===== config.mk =====
export PLATFORM = sky130hd
export DESIGN_NAME = dsoa_access_port
export DESIGN_NICKNAME = d
export VERILOG_FILES = /design/src/hw/dsoa_pkg.sv /design/src/hw/dsoa_access_port.sv /design/src/hw/dsoa_buffer.sv /design/src/hw/dsoa_frame_counter.sv
export SDC_FILE = /design/constraint.sdc
export NUM_CORES = 1
export LEC_CHECK = 0
export ABC_CLOCK_PERIOD_IN_PS = 4700
export BUFFER_PORTS_ARGS = -buffer_cell sky130_fd_sc_hd__buf_2
export CORE_MARGIN = 5
export CORE_UTILIZATION = 50
export CTS_CLUSTER_DIAMETER = 80
export CTS_CLUSTER_SIZE = 28
export DETAILED_ROUTE_END_ITERATION = 10
export PLACE_DENSITY = 0.69
export SLEW_MARGIN = 20
export SYNTH_ARGS = -nofsm -noshare
export SYNTH_HDL_FRONTEND = slang
export SYNTH_SLANG_ARGS = --single-unit
export TNS_END_PERCENT = 5

===== constraint.sdc =====
create_clock -name clock -period 4.7 [get_ports clock]
set_clock_uncertainty 0.2 [all_clocks]
set_input_delay 1.41 -clock clock [delete_from_list [all_inputs] [get_ports clock]]
set_output_delay 1.41 -clock clock [all_outputs]
set_load 0.05 [all_outputs]

===== src/hw/dsoa_pkg.sv =====
// dsoa_pkg: constants and carrier types for the ds3 overhead and stuff-bit access port.
// assumes a 100 MHz system clock and a ds3 line clock far slower than it.
package dsoa_pkg;

    // ds3 m-frame geometry: 7 subframes of 8 blocks, each 1 overhead bit plus 84 payload bits
    localparam int unsigned DSOA_BITS_PER_BLOCK = 85;
    localparam int unsigned DSOA_BLOCKS_PER_SUB = 8;
    localparam int unsigned DSOA_SUBFRAMES      = 7;
    // the block that carries the stuff opportunities, counted from 0
    localparam logic [2:0]  DSOA_STUFF_BLOCK    = 3'h7;
    // overhead bit sits first in each block
    localparam logic [6:0]  DSOA_OVH_BIT        = 7'h00;

    // nominal rates; the overhead clock is the line rate over one block length
    localparam int unsigned DSOA_LINE_RATE_HZ   = 44736000;
    localparam int unsigned DSOA_OVH_RATE_HZ    = DSOA_LINE_RATE_HZ / DSOA_BITS_PER_BLOCK;

    // consecutive zeros that declare loss of signal
    localparam logic [7:0]  DSOA_LOS_ZEROS      = 8'hAF;

    // pin synchroniser slots
    localparam int unsigned DSOA_PIN_RX_CLK     = 0;
    localparam int unsigned DSOA_PIN_RX_DATA    = 1;
    localparam int unsigned DSOA_PIN_TX_CLK     = 2;
    localparam int unsigned DSOA_PIN_OVH_DATA   = 3;
    localparam int unsigned DSOA_PIN_OVH_EN     = 4;
    localparam int unsigned DSOA_PIN_OVH_SYNC   = 5;
    localparam int unsigned DSOA_PIN_STUFF_DATA = 6;
    localparam int unsigned DSOA_PIN_COUNT      = 7;

    // two-entry buffer in the receive overhead path
    localparam int unsigned DSOA_RX_BUF_DEPTH   = 2;

    // position of the bit at the next line clock edge
    typedef struct packed {
        logic [2:0] sub;
        logic [2:0] blk;
        logic [6:0] bitn;
    } dsoa_pos_t;

    localparam dsoa_pos_t DSOA_POS_RESET  = '{sub: 3'h0, blk: 3'h0, bitn: 7'h00};
    // slot after the first-subframe x-bit, used when realigning to an external sync
    localparam dsoa_pos_t DSOA_POS_AFTER_X1 = '{sub: 3'h0, blk: 3'h0, bitn: 7'h01};

    // receive framer states reported on the alarm outputs
    typedef struct packed {
        logic red;
        logic lof;
        logic ais;
    } dsoa_alarm_t;

    // one extracted receive overhead bit and its x1 marker
    typedef struct packed {
        logic data;
        logic sync;
    } dsoa_ovh_t;

endpackage : dsoa_pkg

===== src/hw/dsoa_access_port.sv =====
// dsoa_access_port: ds3 alarm outputs and serial overhead / stuff-bit access ports.
// assumes line clocks and access pins are asynchronous pins; framer signals share clock.
// Overview of operation
// red alarm output follows framer red state
// signal loss after 175 consecutive zero bits
// frame loss output follows framer lof state
// ais output follows framer ais state
// transmit overhead clock, about 526 kHz nominal
// sample overhead data, insert only enabled bits
// external logic presents enable with its data
// output-mode sync marks first-subframe x-bit slot
// input-mode sync comes with the x1 bit
// stuff clock out, stuff data sampled on rise
// stuff insertion only in m13 asynchronous format
// receive overhead clock, 526 kHz nominal
// extracted overhead bits serially, on clock rise
// receive sync marks exactly the x1 bit
// receive stuff data only in m13 format
// overhead clocks gapped, one pulse per slot
// stuff clocks pulse per opportunity, m13 only
`timescale 1ns/1ns
module dsoa_access_port (
    // clock and reset
    input  wire logic                 clock,
    input  wire logic                 reset_n,
    // ds3 line pins
    input  wire logic                 rx_line_clock,
    input  wire logic                 rx_line_data,
    input  wire logic                 tx_line_clock,
    // framer and multiplexer side
    input  wire dsoa_pkg::dsoa_alarm_t framer_state,
    input  wire logic                 rx_mframe_start,
    input  wire logic                 tx_mframe_start,
    input  wire logic                 tx_line_data_in,
    output logic                      tx_line_data_out,
    // configuration
    input  wire logic                 m13_async_mode,
    input  wire logic                 tx_stuff_insert_enable,
    input  wire logic                 tx_sync_is_output,
    // alarm outputs
    output logic                      rx_red_alarm,
    output logic                      rx_signal_loss,
    output logic                      rx_frame_loss,
    output logic                      rx_ais_alarm,
    // transmit overhead port
    output logic                      tx_overhead_clock,
    input  wire logic                 tx_overhead_data,
    input  wire logic                 tx_overhead_insert_enable,
    input  wire logic                 tx_overhead_sync_in,
    output logic                      tx_overhead_sync_out,
    output logic                      tx_overhead_sync_oe_n,
    // transmit stuff port
    output logic                      tx_stuff_clock,
    input  wire logic                 tx_stuff_data,
    // receive overhead and stuff ports
    output logic                      rx_overhead_clock,
    output logic                      rx_overhead_data,
    output logic                      rx_overhead_sync,
    output logic                      rx_overhead_overrun,
    output logic                      rx_stuff_clock,
    output logic                      rx_stuff_data
);
    import dsoa_pkg::*;

    function automatic logic is_ovh_slot(input dsoa_pos_t p);
        return p.bitn == DSOA_OVH_BIT;
    endfunction : is_ovh_slot

    function automatic logic is_x1_slot(input dsoa_pos_t p);
        return is_ovh_slot(p) && (p.sub == 3'h0) && (p.blk == 3'h0);
    endfunction : is_x1_slot

    // stuff bit of tributary n is its first bit in the last block of subframe n
    function automatic logic is_stuff_slot(input dsoa_pos_t p);
        return (p.blk == DSOA_STUFF_BLOCK) && (p.bitn == {4'h0, p.sub} + 7'h01);
    endfunction : is_stuff_slot

    // pin synchronisers: stage one is read only by stage two
    logic [DSOA_PIN_COUNT-1:0] pin_meta_r, pin_sync_r, pin_sync_nxt;
    logic                      rx_clk_prev_r, tx_clk_prev_r;
    logic                      rx_edge, tx_edge;
    logic                      rx_bit, ovh_d, ovh_en, ovh_sync, stuff_d;

    always_comb begin
        pin_sync_nxt = pin_meta_r;
    end

    always_ff @(posedge clock or negedge reset_n) begin
        if (!reset_n) begin
            pin_meta_r    <= '0;
            pin_sync_r    <= '0;
            rx_clk_prev_r <= 1'b0;
            tx_clk_prev_r <= 1'b0;
        end else begin
            pin_meta_r    <= {tx_stuff_data, tx_overhead_sync_in, tx_overhead_insert_enable,
                              tx_overhead_data, tx_line_clock, rx_line_data, rx_line_clock};
            pin_sync_r    <= pin_sync_nxt;
            rx_clk_prev_r <= pin_sync_r[DSOA_PIN_RX_CLK];
            tx_clk_prev_r <= pin_sync_r[DSOA_PIN_TX_CLK];
        end
    end

    assign rx_edge  = pin_sync_r[DSOA_PIN_RX_CLK] && !rx_clk_prev_r;
    assign tx_edge  = pin_sync_r[DSOA_PIN_TX_CLK] && !tx_clk_prev_r;
    assign rx_bit   = pin_sync_r[DSOA_PIN_RX_DATA];
    assign ovh_d    = pin_sync_r[DSOA_PIN_OVH_DATA];
    assign ovh_en   = pin_sync_r[DSOA_PIN_OVH_EN];
    assign ovh_sync = pin_sync_r[DSOA_PIN_OVH_SYNC];
    assign stuff_d  = pin_sync_r[DSOA_PIN_STUFF_DATA];

    // frame positions of both directions
    dsoa_pos_t rx_pos, tx_pos;
    logic      tx_resync;

    dsoa_frame_counter u_rx_pos (
        .clock    (clock),
        .reset_n  (reset_n),
        .step     (rx_edge),
        .load     (rx_mframe_start),
        .load_val (DSOA_POS_RESET),
        .pos      (rx_pos)
    );

    // realign to an external x1 marker
    assign tx_resync = !tx_sync_is_output && tx_edge && is_ovh_slot(tx_pos) && ovh_sync;

    dsoa_frame_counter u_tx_pos (
        .clock    (clock),
        .reset_n  (reset_n),
        .step     (tx_edge),
        .load     (tx_mframe_start || tx_resync),
        .load_val (tx_mframe_start ? DSOA_POS_RESET : DSOA_POS_AFTER_X1),
        .pos      (tx_pos)
    );

    // receive overhead bits queue here so a late output slot loses nothing
    dsoa_ovh_t buf_in, buf_out;
    logic      buf_in_valid, buf_in_ready, buf_out_valid;

    assign buf_in_valid = rx_edge && is_ovh_slot(rx_pos);
    assign buf_in       = '{data: rx_bit, sync: is_x1_slot(rx_pos)};

    dsoa_buffer #(
        .WIDTH ($bits(dsoa_ovh_t)),
        .DEPTH (DSOA_RX_BUF_DEPTH)
    ) u_rx_buf (
        .clock     (clock),
        .reset_n   (reset_n),
        .in_valid  (buf_in_valid),
        .in_ready  (buf_in_ready),
        .in_data   (buf_in),
        .out_valid (buf_out_valid),
        .out_ready (rx_edge),
        .out_data  (buf_out)
    );

    // receive side state
    dsoa_alarm_t alarm_r, alarm_nxt;
    logic [7:0]  zero_cnt_r, zero_cnt_nxt;
    logic        rx_ovh_clk_r, rx_ovh_clk_nxt, rx_ovh_d_r, rx_ovh_d_nxt;
    logic        rx_ovh_sync_r, rx_ovh_sync_nxt, overrun_r, overrun_nxt;
    logic        rx_stf_clk_r, rx_stf_clk_nxt, rx_stf_d_r, rx_stf_d_nxt;

    always_comb begin
        // alarms mirror the framer
        alarm_nxt       = framer_state;
        zero_cnt_nxt    = zero_cnt_r;
        rx_ovh_clk_nxt  = rx_ovh_clk_r;
        rx_ovh_d_nxt    = rx_ovh_d_r;
        rx_ovh_sync_nxt = rx_ovh_sync_r;
        rx_stf_clk_nxt  = rx_stf_clk_r;
        rx_stf_d_nxt    = rx_stf_d_r;
        overrun_nxt     = buf_in_valid && !buf_in_ready;
        if (rx_edge) begin
            // saturating run of zeros, any one restarts it
            if (rx_bit) begin
                zero_cnt_nxt = 8'h00;
            end else if (zero_cnt_r != DSOA_LOS_ZEROS) begin
                zero_cnt_nxt = zero_cnt_r + 8'h01;
            end
            // clock high for one line bit, data changes with its rise
            rx_ovh_clk_nxt = buf_out_valid;
            rx_ovh_sync_nxt = buf_out_valid && buf_out.sync;
            if (buf_out_valid) begin
                // data and x1 marker leave together
                rx_ovh_d_nxt    = buf_out.data;
            end
            // stuff port only runs in m13 asynchronous format
            rx_stf_clk_nxt = m13_async_mode && is_stuff_slot(rx_pos);
            if (rx_stf_clk_nxt) begin
                rx_stf_d_nxt = rx_bit;
            end
        end
    end

    always_ff @(posedge clock or negedge reset_n) begin
        if (!reset_n) begin
            alarm_r       <= '0;
            zero_cnt_r    <= 8'h00;
            rx_ovh_clk_r  <= 1'b0;
            rx_ovh_d_r    <= 1'b0;
            rx_ovh_sync_r <= 1'b0;
            rx_stf_clk_r  <= 1'b0;
            rx_stf_d_r    <= 1'b0;
            overrun_r     <= 1'b0;
        end else begin
            alarm_r       <= alarm_nxt;
            zero_cnt_r    <= zero_cnt_nxt;
            rx_ovh_clk_r  <= rx_ovh_clk_nxt;
            rx_ovh_d_r    <= rx_ovh_d_nxt;
            rx_ovh_sync_r <= rx_ovh_sync_nxt;
            rx_stf_clk_r  <= rx_stf_clk_nxt;
            rx_stf_d_r    <= rx_stf_d_nxt;
            overrun_r     <= overrun_nxt;
        end
    end

    // transmit side state
    logic tx_ovh_clk_r, tx_ovh_clk_nxt, tx_sync_r, tx_sync_nxt, oe_n_r, oe_n_nxt;
    logic tx_stf_clk_r, tx_stf_clk_nxt, tx_out_r, tx_out_nxt;

    always_comb begin
        tx_ovh_clk_nxt = tx_ovh_clk_r;
        tx_sync_nxt    = tx_sync_r;
        tx_stf_clk_nxt = tx_stf_clk_r;
        tx_out_nxt     = tx_out_r;
        oe_n_nxt       = !tx_sync_is_output;
        if (tx_edge) begin
            tx_out_nxt = tx_line_data_in;
            // one gapped pulse per overhead slot
            tx_ovh_clk_nxt = is_ovh_slot(tx_pos);
            // marker rises with the clock on the x1 slot
            tx_sync_nxt = tx_sync_is_output && is_x1_slot(tx_pos);
            // stuff clock only in m13 asynchronous format
            tx_stf_clk_nxt = m13_async_mode && is_stuff_slot(tx_pos);
            // data and enable are taken at the same rise
            if (is_ovh_slot(tx_pos) && ovh_en) begin
                tx_out_nxt = ovh_d;
            end
            // stuffed bit replaced only when selected
            if (tx_stf_clk_nxt && tx_stuff_insert_enable) begin
                tx_out_nxt = stuff_d;
            end
        end
    end

    always_ff @(posedge clock or negedge reset_n) begin
        if (!reset_n) begin
            tx_ovh_clk_r <= 1'b0;
            tx_sync_r    <= 1'b0;
            tx_stf_clk_r <= 1'b0;
            tx_out_r     <= 1'b0;
            oe_n_r       <= 1'b1;
        end else begin
            tx_ovh_clk_r <= tx_ovh_clk_nxt;
            tx_sync_r    <= tx_sync_nxt;
            tx_stf_clk_r <= tx_stf_clk_nxt;
            tx_out_r     <= tx_out_nxt;
            oe_n_r       <= oe_n_nxt;
        end
    end

    assign rx_red_alarm          = alarm_r.red;
    assign rx_frame_loss         = alarm_r.lof;
    assign rx_ais_alarm          = alarm_r.ais;
    assign rx_signal_loss        = (zero_cnt_r == DSOA_LOS_ZEROS);
    assign rx_overhead_clock     = rx_ovh_clk_r;
    assign rx_overhead_data      = rx_ovh_d_r;
    assign rx_overhead_sync      = rx_ovh_sync_r;
    assign rx_overhead_overrun   = overrun_r;
    assign rx_stuff_clock        = rx_stf_clk_r;
    assign rx_stuff_data         = rx_stf_d_r;
    assign tx_overhead_clock     = tx_ovh_clk_r;
    assign tx_overhead_sync_out  = tx_sync_r;
    assign tx_overhead_sync_oe_n = oe_n_r;
    assign tx_stuff_clock        = tx_stf_clk_r;
    assign tx_line_data_out      = tx_out_r;

    // checks
    property p_red;
        @(posedge clock) disable iff (!reset_n) framer_state.red |=> rx_red_alarm;
    endproperty
    a_red: assert property (p_red) else $error("red alarm not following framer");
    property p_los_clear;
        @(posedge clock) disable iff (!reset_n) (rx_edge && rx_bit) |=> !rx_signal_loss;
    endproperty
    a_los_clear: assert property (p_los_clear) else $error("signal loss held after a one");
    property p_los_set;
        @(posedge clock) disable iff (!reset_n)
            (rx_edge && !rx_bit && zero_cnt_r == 8'hAE) |=> rx_signal_loss;
    endproperty
    a_los_set: assert property (p_los_set) else $error("signal loss late");
    property p_lof_ais;
        @(posedge clock) disable iff (!reset_n)
            ##1 (rx_frame_loss == $past(framer_state.lof)) && (rx_ais_alarm == $past(framer_state.ais));
    endproperty
    a_lof_ais: assert property (p_lof_ais) else $error("lof or ais mismatch");
    property p_tx_clk_slot;
        @(posedge clock) disable iff (!reset_n)
            $rose(tx_overhead_clock) |-> $past(tx_edge) && $past(tx_pos.bitn) == 7'h00;
    endproperty
    a_tx_clk_slot: assert property (p_tx_clk_slot) else $error("overhead clock off slot");
    property p_insert;
        @(posedge clock) disable iff (!reset_n)
            (tx_edge && is_ovh_slot(tx_pos) && ovh_en) |=> tx_line_data_out == $past(ovh_d);
    endproperty
    a_insert: assert property (p_insert) else $error("enabled overhead bit not inserted");
    property p_no_insert;
        @(posedge clock) disable iff (!reset_n)
            (tx_edge && !ovh_en && !is_stuff_slot(tx_pos)) |=> tx_line_data_out == $past(tx_line_data_in);
    endproperty
    a_no_insert: assert property (p_no_insert) else $error("bit altered without enable");
    property p_tx_sync;
        @(posedge clock) disable iff (!reset_n) tx_overhead_sync_out |-> tx_overhead_clock;
    endproperty
    a_tx_sync: assert property (p_tx_sync) else $error("sync outside overhead clock");
    property p_stuff_mode;
        @(posedge clock) disable iff (!reset_n)
            $rose(tx_stuff_clock) || $rose(rx_stuff_clock) |-> $past(m13_async_mode);
    endproperty
    a_stuff_mode: assert property (p_stuff_mode) else $error("stuff clock outside m13");

    property p_rx_sync;
        @(posedge clock) disable iff (!reset_n) rx_overhead_sync |-> rx_overhead_clock ##1 1'b1;
    endproperty
    a_rx_sync: assert property (p_rx_sync) else $error("rx sync outside overhead clock");

    property p_rx_data;
        @(posedge clock) disable iff (!reset_n)
            (rx_edge && buf_out_valid) |=> rx_overhead_clock && rx_overhead_data == $past(buf_out.data);
    endproperty
    a_rx_data: assert property (p_rx_data) else $error("rx overhead data wrong");

    c_los:     cover property (@(posedge clock) disable iff (!reset_n) $rose(rx_signal_loss));
    c_insert:  cover property (@(posedge clock) disable iff (!reset_n) tx_edge && ovh_en && is_ovh_slot(tx_pos));
    c_rx_sync: cover property (@(posedge clock) disable iff (!reset_n) $rose(rx_overhead_sync));
    c_stuff:   cover property (@(posedge clock) disable iff (!reset_n) $rose(rx_stuff_clock));

endmodule : dsoa_access_port


===== src/hw/dsoa_buffer.sv =====
// dsoa_buffer: small fifo with valid/ready on both sides.
// assumes the drain may stall; in_ready drops honestly once all entries are taken.
`timescale 1ns/1ns
module dsoa_buffer #(
    parameter int unsigned WIDTH = 2,
    parameter int unsigned DEPTH = 2
) (
    // clock and reset
    input  wire logic             clock,
    input  wire logic             reset_n,
    // fill side
    input  wire logic             in_valid,
    output logic                  in_ready,
    input  wire logic [WIDTH-1:0] in_data,
    // drain side
    output logic                  out_valid,
    input  wire logic             out_ready,
    output logic [WIDTH-1:0]      out_data
);
    import dsoa_pkg::*;

    localparam int unsigned AW = (DEPTH > 1) ? $clog2(DEPTH) : 1;

    logic [WIDTH-1:0] mem_r   [DEPTH];
    logic [WIDTH-1:0] mem_nxt [DEPTH];
    logic [AW-1:0]    wr_r, wr_nxt, rd_r, rd_nxt;
    logic [AW:0]      cnt_r, cnt_nxt;
    logic             push, pop;

    function automatic logic [AW-1:0] bump(input logic [AW-1:0] p);
        return (p == AW'(DEPTH - 1)) ? '0 : p + AW'(1);
    endfunction : bump

    assign in_ready  = (cnt_r != (AW+1)'(DEPTH));
    assign out_valid = (cnt_r != '0);
    assign out_data  = mem_r[rd_r];
    assign push      = in_valid && in_ready;
    assign pop       = out_valid && out_ready;

    always_comb begin
        mem_nxt = mem_r;
        wr_nxt  = push ? bump(wr_r) : wr_r;
        rd_nxt  = pop ? bump(rd_r) : rd_r;
        cnt_nxt = cnt_r + (AW+1)'(push) - (AW+1)'(pop);
        if (push) begin
            mem_nxt[wr_r] = in_data;
        end
    end

    always_ff @(posedge clock or negedge reset_n) begin
        if (!reset_n) begin
            for (int i = 0; i < DEPTH; i++) begin
                mem_r[i] <= '0;
            end
            wr_r  <= '0;
            rd_r  <= '0;
            cnt_r <= '0;
        end else begin
            mem_r <= mem_nxt;
            wr_r  <= wr_nxt;
            rd_r  <= rd_nxt;
            cnt_r <= cnt_nxt;
        end
    end

endmodule : dsoa_buffer


===== src/hw/dsoa_frame_counter.sv =====
// dsoa_frame_counter: tracks the ds3 m-frame bit position of a line direction.
// assumes step is a one-cycle pulse per line bit; load wins over step.
`timescale 1ns/1ns
module dsoa_frame_counter (
    // clock and reset
    input  wire logic               clock,
    input  wire logic               reset_n,
    // control
    input  wire logic               step,
    input  wire logic               load,
    input  wire dsoa_pkg::dsoa_pos_t load_val,
    // position of the next bit
    output dsoa_pkg::dsoa_pos_t     pos
);
    import dsoa_pkg::*;

    dsoa_pos_t pos_r;
    dsoa_pos_t pos_nxt;

    always_comb begin
        pos_nxt = pos_r;
        if (load) begin
            pos_nxt = load_val;
        end else if (step) begin
            if (pos_r.bitn == 7'(DSOA_BITS_PER_BLOCK - 1)) begin
                pos_nxt.bitn = 7'h00;
                if (pos_r.blk == 3'(DSOA_BLOCKS_PER_SUB - 1)) begin
                    pos_nxt.blk = 3'h0;
                    pos_nxt.sub = (pos_r.sub == 3'(DSOA_SUBFRAMES - 1)) ? 3'h0 : pos_r.sub + 3'h1;
                end else begin
                    pos_nxt.blk = pos_r.blk + 3'h1;
                end
            end else begin
                pos_nxt.bitn = pos_r.bitn + 7'h01;
            end
        end
    end

    always_ff @(posedge clock or negedge reset_n) begin
        if (!reset_n) begin
            pos_r <= DSOA_POS_RESET;
        end else begin
            pos_r <= pos_nxt;
        end
    end

    assign pos = pos_r;

endmodule : dsoa_frame_counter


# Word level (Yosys, flattened, before mapping)
# Cells that the tools add are included.
# Widths: inputs -> output; s select.
# classes
add_sub_neg	13
multipliers	0
n_div	0
magnitude_cmp	3
n_eq_ne	11
shift	0
n_mux	27
n_bitwise	2
reduce_logical	48
# ops
cell	count
$mux 13	4
$logic_and 1x1->1	22
$mux 3	6
$mux 8	2
$reduce_bool 2->1	8
$add 7x1->7 const B	2
$eq 7x4->1	2
$eq 7x7->1 const B	2
$logic_not 7->1	2
$mux 7	2
$add 3x1->3 const B	4
$eq 3x3->1 const B	4
$logic_not 3->1	4
$mux 6	2
$reduce_and 2->1	5
$add 3x1->4 const B	2
$add 8x1->8 const B	1
$eq 8x8->1 const B	1
$mux 2	4
$ne 8x8->1 const B	1
$reduce_and 3->1	2
$mux 1	5
$bwmux 4	1
$ge 2x2->1 const B	2
9 further kinds	14
# word_totals
regBits	72
latchBits	0
ramBits	0
rom_bits	0
in_bits	18
out_inout_bits	15
word_cells	134
mem_count	0

# Depth between registers and ports, before layout
# Gate-level depths: netlist (run 1).
# logic_depth
word_depth	8
depth_mapped	9
depth_no_buf	8

# Hierarchy
# Synthesis (run 1) repeated with hierarchy kept, for this count alone.
# unflattened
cells_unflattened	372
area_unflattened_um2	3768.6
# by_module_without_submodules
mod	instances	cells_per_inst	area_each_um2	seq_area_each_um2
dsoa_frame_counter	2	99	857.1	325.3
dsoa_access_port	1	142	1641.6	952.2
dsoa_buffer	1	32	412.9	200.2

# Least setup slack after synthesis (run 1)
# Ideal clock, no wire load.
# synth_path
path_kind	register -> output
startpoint	register zero_cnt_r[0]
endpoint	output rx_signal_loss
arrival_ns	1.235
required_time_ns	3.090
path_slack_ns	1.855
path_stages_with_launch	4
n_path_buf	0
path_cell_list	dfrtp_1 > ha_1 > and4_1 > and3_1
# synth_between
elab_chain_cells	1
# synth_lines
element	line_no	text
start: declaration	dsoa_access_port.sv:159	logic [7:0] zero_cnt_r, zero_cnt_nxt;
start signal: assignment	dsoa_access_port.sv:208	zero_cnt_r <= zero_cnt_nxt;
$eq 8x8->1	dsoa_access_port.sv:266	assign rx_signal_loss = (zero_cnt_r == DSOA_LOS_ZEROS);
end: declaration	dsoa_access_port.sv:42	output logic rx_signal_loss,
# No other way between the ends.

# Worst setup path in the final report (run 1)
# layout_path
startpoint	register zero_cnt_r[1]
endpoint	output rx_signal_loss
# The elaborated chain is that of the path after synthesis.

==> results by group, run 1 <==
Worst hold path
  • Hold Path Class: flop to flop
  • Hold path depth: 0

Floorplan
  • Die height: a little over 90 µm
  • Starting Density: 51.1%
  • Core area: around 6700 µm²
  • I/O pins: 33
  • Die W: 92.8 µm
  • Die Area: between 8000 and 9000 µm²
  • Row count: 30

Critical path
  • Critical path launch point type: flop
  • Slowest stage delay, CP: between 300 and 400 ps
  • CP max-delay cell: dfrtp_1
  • CP Cell Sequence: ha_1 > and4_1 > and3_1 > buf_2
  • Worst path top cell family by delay: simple AND/OR/NAND/NOR gates
  • CP Max Fanout: 4
  • Worst reg2reg path depth: 7
  • WS Path Type: flop to output port
  • WP data required: ~3000 ps
  • Cell count along the critical path: 4
  • Buf/Inv on CP: 1
  • CP endpoint kind: output port
  • CP arrival: around 1600 ps

Layout
  • ANT cells: 0
  • FILL cells: 580
  • Area of the multi-input gates: 1510 µm²
  • Most frequent cells in the layout: dfrtp_1, nand2_1, buf_2
  • Layout overhead on the synthesized area: 13.4%
  • Nets@finish: 394
  • Register area: around 1800 µm²
  • Final core occ: around 58%
  • Commonest non-fill, non-tap cell in the layout: dfrtp_1
  • Share of cells above drive strength 1: about 19%

STA
  • Max Fclk: ~0.31 GHz
  • Period minus WS final: 3220 ps
  • Fin. max-slew vios: 0
  • TNS Setup: 0 ps
  • RSZ-0062 raised after global routing: no
  • Max transition margin: a little over 40%
  • Final Hold Viols: 0
  • Final setup violation count: 0
  • Fin crit share: 68.5%
  • Worst-Margin Slew: ~880 ps

Synth
  • Synth top area share: roughly 52%
  • Asr flop ratio synth: between 90% and 100%
  • Post-synth net total: roughly 360
  • Syn Area/Cell: about 11 µm²
  • Post-synth top area cell: dfrtp_1
  • Sequential area share after synthesis: about 53%
  • Yosys reg bits: between 70 and 80
  • Synth warn: 0
  • Top FF cell, synth: dfrtp_1
  • Post-synth EDFFs: 0
  • Gate Count Post-Synth: ~330
  • Synth area leaders: dfrtp_1, ha_1, nand2_1, xor2_1, mux2_2
  • Mapped Area: about 3400 µm²
  • Post-synth cell types: around 50

Clocking
  • CTS root buf: clkbuf_8
  • Number of H-tree levels: 3
  • Cts hold-fix bufs: 0
  • CTS tree: built
  • CTS Buf Count: 9
  • Post-cts repair resize count: 0
  • Clock transition at path regs: roughly 70 ps
  • CTS sink count: slightly above 70
  • Skew-Pair Late Insertion Delay: 350 ps
  • Max Buffers Root-to-Sink: 2
  • Postcts setup bufs: 0

Run
  • Max Cap Violations: 0

Place
  • Global placement routability congestion: between 0.8 and 0.9
  • Final HPWL DP: between 4000 and 5000 µm
  • IO buf count: 32

Outcome
  • Status: completed

GRT
  • Antenna violations before repair: 0
  • Largest net degree at the start of global routing: 73
  • GR Overflow Total: 0
  • Vias in the first global route: ~2,400
  • Total GRT Usage: 16.0%
  • First-pass GRT wire length: 10,900 µm

Drt
  • First-pass DRT Iterations: 4
  • Drt drc: 0
  • Via Count: between 2,000 and 2,500
  • Via density: roughly 5.4
  • Initial DRC Count: between 50 and 60
  • Antenna Violating Nets Remaining: 0
  • DRT Wirelength: about 6300 µm
  • Per-cell routed wire length: 14.3 µm

Power
  • P per Cell Area: approximately 430 nW/µm²
  • Leakage: approximately 1.8 nW
  • Max VDD drop: between 200 and 300 µV
## synthesized netlist by cell type (3+ instances only)
library cell  number
dfrtp_1           71
nand2_1           33
nor2_1            27
ha_1              19
inv_1             18
a21oi_1           17
xor2_1            12
clkbuf_1          11
xnor2_1           10
mux2_2             9
nand3_1            9
nor3_1             9
o21ai_0            9
nand2b_1           6
nand4_1            6
mux2i_1            5
nor4_1             4
and2_1             3
and3_1             3
nor2b_1            3
o2111ai_1          3
o31ai_1            3
## per-stage QoR
stage               setup slack [ps]  std cells  total power, mW  instance area, µm²  hold slack (ps)
CTS                             1460        442             1.69                3890              146
global route                    1380        442             1.76                3890              159
finish                          1480        442             1.66                3890              149
global placement                1780        426             1.08                3650              134
detailed placement              1740        426             1.09                3650              135
floorplan                       1850        326             1.00                3430              131
## logic make-up (layout without fill, tap and decap cells)
family          count (synthesis)  after routing  share of synthesized area [%]
simple gates                  120            120                           18.0
flops                          72             72                           52.6
compound gates                 48             48                           9.04
buf+inv                        31             67                           3.43
xor+xnor                       22             22                           5.62
fa+ha+maj                      19             19                           6.93
mux                            14             14                           4.41
## metal layers
metal  vias to the layer above  GRT usage (%)  wire length [µm]
li1                       1177              -                 -
met1                      1160           20.4              2860
met2                        47           25.3              3100
met3                        10           5.61               262
met4                         0           5.86               106
met5                         -              0                 0
## worst register-to-register path: stages (launching register included)
cell and delay [ps]:
dfrtp_1 460, inv_1 100, ha_1 130, nor3b_2 350
nand4_1 370, o21bai_1 450, nor3_1 80, mux2_2 270
## final cells by class
type / count / share of cell area, %
clock buffers: 10 / 3.28
clock inverters: 6 / 2.96
inverters: 18 / 1.74
multi-input cells: 223 / 38.8
flip-flops and latches: 72 / 46.3
well taps: 80 / 2.57
repair buffers: 33 / 4.31
## sequential cells by signal, indices dropped and copies added (netlist names), 2 cells and up
name            flops
u_rx_buf.mem_r      4
u_rx_buf.cnt_r      2
u_tx_pos.pos       13
pin_sync_r          7
pin_meta_r          7
zero_cnt_r          8
u_rx_pos.pos       13
## power by group
part	leakage, nW	internal, mW	switching [mW]
sequential	0.920	0.707	0.0703
combinational	0.798	0.116	0.179
clock	0.117	0.356	0.234
## worst paths after layout
kind	endpoint	startpoint	slack, ps
hold / removal	pin_sync_r[5]$_DFF_PN0_	pin_meta_r[5]$_DFF_PN0_	150
setup / recovery	rx_signal_loss	zero_cnt_r[1]$_DFFE_PN0P_	1480
min in group asynchronous	u_tx_pos.pos[6]$_DFFE_PN0P_	reset_n	1060
max in group asynchronous	rx_overhead_sync$_DFFE_PN0P_	reset_n	2670
setup reg to reg	u_tx_pos.pos[7]$_DFFE_PN0P_	u_tx_pos.pos[0]$_DFFE_PN0P_	2180
hold reg to reg	pin_sync_r[5]$_DFF_PN0_	pin_meta_r[5]$_DFF_PN0_	150
Note: power is estimated with default switching activity, not from simulation.
==> run 2, diff against run 1 <==
ABC_CLOCK_PERIOD_IN_PS = 3200   (was 4700)
clock period = 3.2 ns   (was 4.7 ns; I/O delays follow)
==> run 2 against run 1 <==
Global-route usage increased by 0.17 points; worst hold slack improved by 6.4 ps; non-clock buffer count increased by 3; routed wire length decreased by 0.54%; critical path type unchanged; largest cell class unchanged; largest power group unchanged; highest routed layer unchanged.
==> results by group, run 2 (same netlist as run 1, synthesis figures left out) <==
STA
  • Worst-Margin Slew: 707 ps (was 880 ps)
  • Fin. max-slew vios: 0 (unchanged)
  • Worst Hold Slack: 155 ps (was 149 ps)
  • Max transition margin: 52.9% (was 41.3%)
  • Period minus WS final: 2790 ps
  • Fin crit share: 87.2%
  • RSZ-0062 raised after global routing: no (unchanged)
  • Final setup violation count: 0 (unchanged)
  • TNS Setup: 0 ps (unchanged)
  • Max Fclk: roughly 0.36 GHz
  • Worst setup margin: 409 ps (was 1480 ps)
  • Final Hold Viols: 0 (unchanged)

Critical path
  • Slowest stage delay, CP: 390 ps (about the same)
  • CP max-delay cell: dfrtp_1 (unchanged)
  • Buf/Inv on CP: 1 (unchanged)
  • Worst path top cell family by delay: simple AND/OR/NAND/NOR gates (unchanged)
  • CP Max Fanout: 4 (unchanged)
  • WS Path Type: flop to output port (unchanged)
  • CP Cell Sequence: ha_1 > and4_1 > and3_1 > buf_2 (unchanged)
  • Critical path launch point type: flop (unchanged)
  • WP data required: 2040 ps (was 3090 ps)
  • CP endpoint kind: output port (unchanged)
  • CP arrival: 1630 ps (was 1610 ps)

Place
  • Final HPWL DP: 4600 µm (was 4400 µm)
  • Pre-CTS setup slack: 704 ps (was 1740 ps)
  • Cell count after placement: 429 (was 426)
  • Global placement routability congestion: 0.840 (was 0.842)
  • IO buf count: 32 (unchanged)
  • Placed Area: 3680 µm² (was 3650 µm²)

GRT
  • Antenna violations before repair: 0 (unchanged)
  • Total GRT Usage: 16.2% (was 16.0%)
  • GR Overflow Total: 0 (unchanged)
  • First-pass GRT wire length: 11,200 µm (was 10,900 µm)
  • Largest net degree at the start of global routing: 31 (was 73)
  • Vias in the first global route: 2,522 (was 2,397)

Layout
  • Nets@finish: 397 (was 394)
  • Cell area after layout: 3910 µm² (was 3890 µm²)
  • Most frequent cells in the layout: dfrtp_1, nand2_1, buf_2 (unchanged)
  • ANT cells: 0 (unchanged)
  • Layout overhead on the synthesized area: 13.8% (was 13.4%)
  • Commonest non-fill, non-tap cell in the layout: dfrtp_1 (unchanged)
  • Share of cells above drive strength 1: 19.2% (was 18.5%)
  • Fin cells: 445 (was 442)
  • Final core occ: 58.1% (was 57.9%)

Clocking
  • CTS Buf Count: 9 (unchanged)
  • Postcts setup bufs: 0 (unchanged)
  • CTS sink count: 72 (unchanged)
  • Max Buffers Root-to-Sink: 2 (unchanged)
  • Skew-Pair Late Insertion Delay: 340 ps (was 350 ps)
  • Number of H-tree levels: 3 (unchanged)
  • Post-cts repair resize count: 0 (unchanged)
  • Clock transition at path regs: 80 ps (was 70 ps)
  • Cts hold-fix bufs: 0 (unchanged)
  • CTS tree: built (unchanged)
  • CTS root buf: clkbuf_8 (unchanged)

Floorplan
  • Die Area: 8620 µm² (unchanged)
  • Die W: 92.8 µm (unchanged)
  • Starting Density: 51.1% (unchanged)
  • Die height: 92.8 µm (unchanged)
  • Row count: 30 (unchanged)
  • Core area: 6720 µm² (unchanged)
  • I/O pins: 33 (unchanged)

Drt
  • First-pass DRT Iterations: 4 (unchanged)
  • Drt drc: 0 (unchanged)
  • Per-cell routed wire length: 14.1 µm (was 14.3 µm)
  • Via Count: 2,406 (was 2,394)
  • Antenna Violating Nets Remaining: 0 (unchanged)
  • Via density: 5.41 (was 5.42)
  • Initial DRC Count: 83 (was 57)
  • DRT Wirelength: 6290 µm (was 6330 µm)

Power
  • Max VDD drop: 407 µV (was 277 µV)
  • Total power: 2.38 mW (was 1.66 mW)
  • P per Cell Area: 608 nW/µm² (was 427 nW/µm²)
  • Leakage: 1.84 nW (about the same)

Outcome
  • Status: completed (unchanged)

Worst hold path
  • Hold Path Class: flop to flop (unchanged)

Run
  • Max Cap Violations: 0 (unchanged)
==> run 2: final cells by class <==
cell class	count	area [µm²]
clock buffers	10	128
clock inverters	6	93.8
inverters	18	67.6
fillers	589	2810
flip-flops and latches	72	1800
multi-input cells	223	1510
repair buffers	36	203
well taps	80	100
==> run 2: power by group <==
part / leakage, nW / internal [mW] / total (mW) / switching [mW]
clock: 0.107 / 0.443 / 0.789 / 0.346
combinational: 0.817 / 0.177 / 0.444 / 0.267
sequential: 0.920 / 1.04 / 1.14 / 0.104
==> run 2: final timing paths <==
check / startpoint / endpoint / slack [ps] / cells past startpoint
worst max register to register: u_tx_pos.pos[0]$_DFFE_PN0P_ / u_tx_pos.pos[7]$_DFFE_PN0P_ / 770 / 7
max in group asynchronous: reset_n / tx_overhead_sync_oe_n$_DFF_PN1_ / 1710 / 2
worst min register to register: pin_meta_r[5]$_DFF_PN0_ / pin_sync_r[5]$_DFF_PN0_ / 160 / 0
worst min-delay path: pin_meta_r[5]$_DFF_PN0_ / pin_sync_r[5]$_DFF_PN0_ / 160 / 0
min in group asynchronous: reset_n / u_tx_pos.pos[2]$_DFFE_PN0P_ / 470 / 1
worst max-delay path: zero_cnt_r[1]$_DFFE_PN0P_ / rx_signal_loss / 410 / 4
==> run 2: worst reg2reg max path, delay by kind of cell (launching register included) <==
kind | cells | cell delay (ps)
AND/OR/NAND/NOR | 3 | 720
flip-flops | 1 | 450
adder cells (fa/ha/maj) | 1 | 150
multiplexers | 1 | 270
buffers and inverters | 1 | 100
AO/OA/AOI/OAI | 1 | 440
==> run 2: metal layers <==
metal	global-route usage [%]	vias up	part of all wire (%)
li1	-	1183	-
met1	19.4	1156	45
met2	27.7	53	49
met3	3.41	14	3.7
met4	7.81	0	2.5
met5	0	-	0
==> run 3, diff against run 2 <==
ABC_AREA = 1   (was not set)
==> run 3 against run 2 <==
Cell count rose by 25%; critical path depth is the same; count of clock-buffer cells in the layout grew 1; critical path type unchanged; highest routed layer unchanged.
==> results by group, run 3 <==
Layout
  • Commonest non-fill, non-tap cell in the layout: nand2_1 (was dfrtp_1)
  • Nets@finish: 490 (was 397)
  • Register area: 1800 µm² (unchanged)
  • Layout overhead on the synthesized area: 14.4% (was 13.8%)
  • Area of the multi-input gates: 1580 µm² (was 1510 µm²)
  • Share of cells above drive strength 1: 17.5% (was 19.2%)
  • ANT cells: 0 (unchanged)
  • Most frequent cells in the layout: nand2_1, dfrtp_1, inv_1 (was dfrtp_1, nand2_1, buf_2)
  • FILL cells: 651 (was 589)

Synth
  • Synth top area share: 48.9% (was 51.8%)
  • Most common cell in the netlist: nand2_1 (was dfrtp_1)
  • Post-synth top area cell: dfrtp_1 (unchanged)
  • Gate Count Post-Synth: 412 (was 326)
  • Top FF cell, synth: dfrtp_1 (unchanged)
  • Mapped Area: 3630 µm² (was 3430 µm²)
  • Sequential area share after synthesis: 49.7% (was 52.6%)
  • Post-synth cell types: 37 (was 51)
  • Synth area leaders: dfrtp_1, nand2_1, ha_1, nand3_1, inv_1 (was dfrtp_1, ha_1, nand2_1, xor2_1, mux2_2)
  • Syn Area/Cell: 8.81 µm² (was 10.5 µm²)
  • Synth cell count leaders: nand2_1, dfrtp_1, inv_1 (was dfrtp_1, nand2_1, nor2_1)
  • Asr flop ratio synth: 100% (unchanged)
  • Post-synth net total: 449 (was 363)
  • Synth warn: 0 (unchanged)
  • Post-synth EDFFs: 0 (unchanged)
  • Yosys reg bits: 72 (unchanged)

Floorplan
  • Core area: 7180 µm² (was 6720 µm²)
  • Die height: 95.2 µm (was 92.8 µm)
  • Starting Density: 50.6% (was 51.1%)
  • Row count: 31 (was 30)
  • Die W: 95.2 µm (was 92.8 µm)
  • Die Area: 9060 µm² (was 8620 µm²)
  • I/O pins: 33 (unchanged)

Place
  • Global placement routability congestion: 0.905 (was 0.840)
  • IO buf count: 32 (unchanged)
  • Pre-CTS setup slack: 915 ps (was 704 ps)
  • Final HPWL DP: 5090 µm (was 4600 µm)

Critical path
  • Worst path top cell family by delay: flip-flops (was simple AND/OR/NAND/NOR gates)
  • Critical path launch point type: flop (unchanged)
  • Buf/Inv on CP: 1 (unchanged)
  • WP data required: 2040 ps (about the same)
  • CP endpoint kind: output port (unchanged)
  • Worst reg2reg path depth: 8 (was 7)
  • CP Max Fanout: 4 (unchanged)
  • Cell count along the critical path: 4 (unchanged)
  • Slowest stage delay, CP: 400 ps (was 390 ps)
  • CP Cell Sequence: ha_1 > nand2_2 > nor2_2 > buf_2 (was ha_1 > and4_1 > and3_1 > buf_2)
  • CP arrival: 1490 ps (was 1630 ps)
  • WS Path Type: flop to output port (unchanged)
  • CP max-delay cell: dfrtp_1 (unchanged)

GRT
  • Antenna violations before repair: 0 (unchanged)
  • Largest net degree at the start of global routing: 73 (was 31)
  • First-pass GRT wire length: 12,400 µm (was 11,200 µm)
  • Total GRT Usage: 17.6% (was 16.2%)
  • Vias in the first global route: 2,780 (was 2,522)
  • GR Overflow Total: 0 (unchanged)

Clocking
  • CTS Buf Count: 9 (unchanged)
  • Postcts setup bufs: 0 (unchanged)
  • CTS root buf: clkbuf_8 (unchanged)
  • Max Buffers Root-to-Sink: 2 (unchanged)
  • Cts hold-fix bufs: 0 (unchanged)
  • Post-cts repair resize count: 0 (unchanged)
  • CTS sink count: 72 (unchanged)
  • Skew-Pair Late Insertion Delay: 350 ps (was 340 ps)
  • Number of H-tree levels: 3 (unchanged)
  • Clock transition at path regs: 80 ps (about the same)
  • CTS tree: built (unchanged)

STA
  • Worst-Margin Slew: 511 ps (was 707 ps)
  • Worst setup margin: 551 ps (was 409 ps)
  • Final setup violation count: 0 (unchanged)
  • Max Fclk: 0.378 GHz (was 0.358 GHz)
  • Fin crit share: 82.8% (was 87.2%)
  • TNS Setup: 0 ps (unchanged)
  • RSZ-0062 raised after global routing: no (unchanged)
  • Max transition margin: 65.8% (was 52.9%)
  • Fin. max-slew vios: 0 (unchanged)
  • Final Hold Viols: 0 (unchanged)
  • Period minus WS final: 2650 ps (was 2790 ps)

Drt
  • Per-cell routed wire length: 12.5 µm (was 14.1 µm)
  • Drt drc: 0 (unchanged)
  • Initial DRC Count: 95 (was 83)
  • Antenna Violating Nets Remaining: 0 (unchanged)
  • Via density: 4.97 (was 5.41)
  • First-pass DRT Iterations: 4 (unchanged)
  • DRT Wirelength: 6990 µm (was 6290 µm)
  • Via Count: 2,767 (was 2,406)

Power
  • Sequential Power Share: 44.5% (was 48.1%)
  • Sw Share: 31.0% (was 30.2%)
  • Leakage: 2.09 nW (was 1.84 nW)
  • Clk pwr share: 35.0% (was 33.2%)
  • P per Cell Area: 611 nW/µm² (was 608 nW/µm²)
  • Comb power frac: 20.5% (was 18.7%)
  • Max VDD drop: 434 µV (was 407 µV)
  • Int Power: 1.75 mW (was 1.66 mW)
  • Switching power: 0.786 mW (was 0.717 mW)

Worst hold path
  • Hold path depth: 0 (unchanged)
  • Hold Path Class: flop to flop (unchanged)

Run
  • Max Cap Violations: 0 (unchanged)

Outcome
  • Status: completed (unchanged)
[run 3: kinds of logic (layout without fill, tap and decap cells)]
group | after synthesis | count (layout) | share of synthesized area [%]
flops | 72 | 72 | 49.7
simple gates | 209 | 209 | 27.6
fa+ha+maj | 19 | 19 | 6.55
buf+inv | 60 | 106 | 6.93
mux | 1 | 1 | 0.276
compound gates | 38 | 38 | 5.86
xor+xnor | 13 | 13 | 3.14
[run 3: power by group through the flow]
stage / logic (mW) / registers (mW) / clock network, mW
CTS: 0.531 / 1.13 / 0.909
floorplan: 0.306 / 1.22 / 0
finish: 0.521 / 1.13 / 0.889
detailed placement: 0.527 / 1.15 / 0
global route: 0.603 / 1.15 / 0.950
global placement: 0.510 / 1.14 / 0
[run 3: final timing paths]
path	startpoint	end	slack [ps]
max in group asynchronous	reset_n	tx_overhead_sync_oe_n$_DFF_PN1_	2050
min reg2reg	pin_meta_r[4]$_DFF_PN0_	pin_sync_r[4]$_DFF_PN0_	150
max	zero_cnt_r[0]$_DFFE_PN0P_	rx_signal_loss	550
min	pin_meta_r[4]$_DFF_PN0_	pin_sync_r[4]$_DFF_PN0_	150
max reg2reg	u_tx_pos.pos[0]$_DFFE_PN0P_	u_tx_pos.pos[12]$_DFFE_PN0P_	1090
min in group asynchronous	reset_n	u_tx_pos.pos[2]$_DFFE_PN0P_	430
[run 3: cell type report]
cell class,instances,share of cell area (%)
multi-input cells,280,37.9
well taps,99,2.98
inverters,57,5.39
clock buffers,11,3.41
repair buffers,33,4.34
clock inverters,5,2.50
flip-flops and latches,72,43.4
[run 3: metal layers]
layer  up-vias  global-route usage [%]  part of all wire, %
li1       1411                       -                    -
met1      1294                    22.7                   46
met2        45                    28.2                   48
met3        17                    5.84                  4.2
met4         0                    5.41                  1.9
met5         -                       0                    0
[run 3: per-stage QoR]
| step | power [mW] | cells | area [µm²] | hold WS (ps) | util, % |
|---|---|---|---|---|---|
| 2_1_floorplan | 1.53 | 412 | 3630 | 131 | - |
| 3_3_place_gp | 1.65 | 541 | 3910 | 133 | 54.4 |
| 3_5_place_dp | 1.67 | 541 | 3910 | 136 | 54.4 |
| 4_1_cts | 2.57 | 557 | 4150 | 149 | 57.9 |
| 5_1_grt | 2.70 | 557 | 4150 | 158 | 57.9 |
| 6_report | 2.54 | 557 | 4150 | 146 | 57.9 |
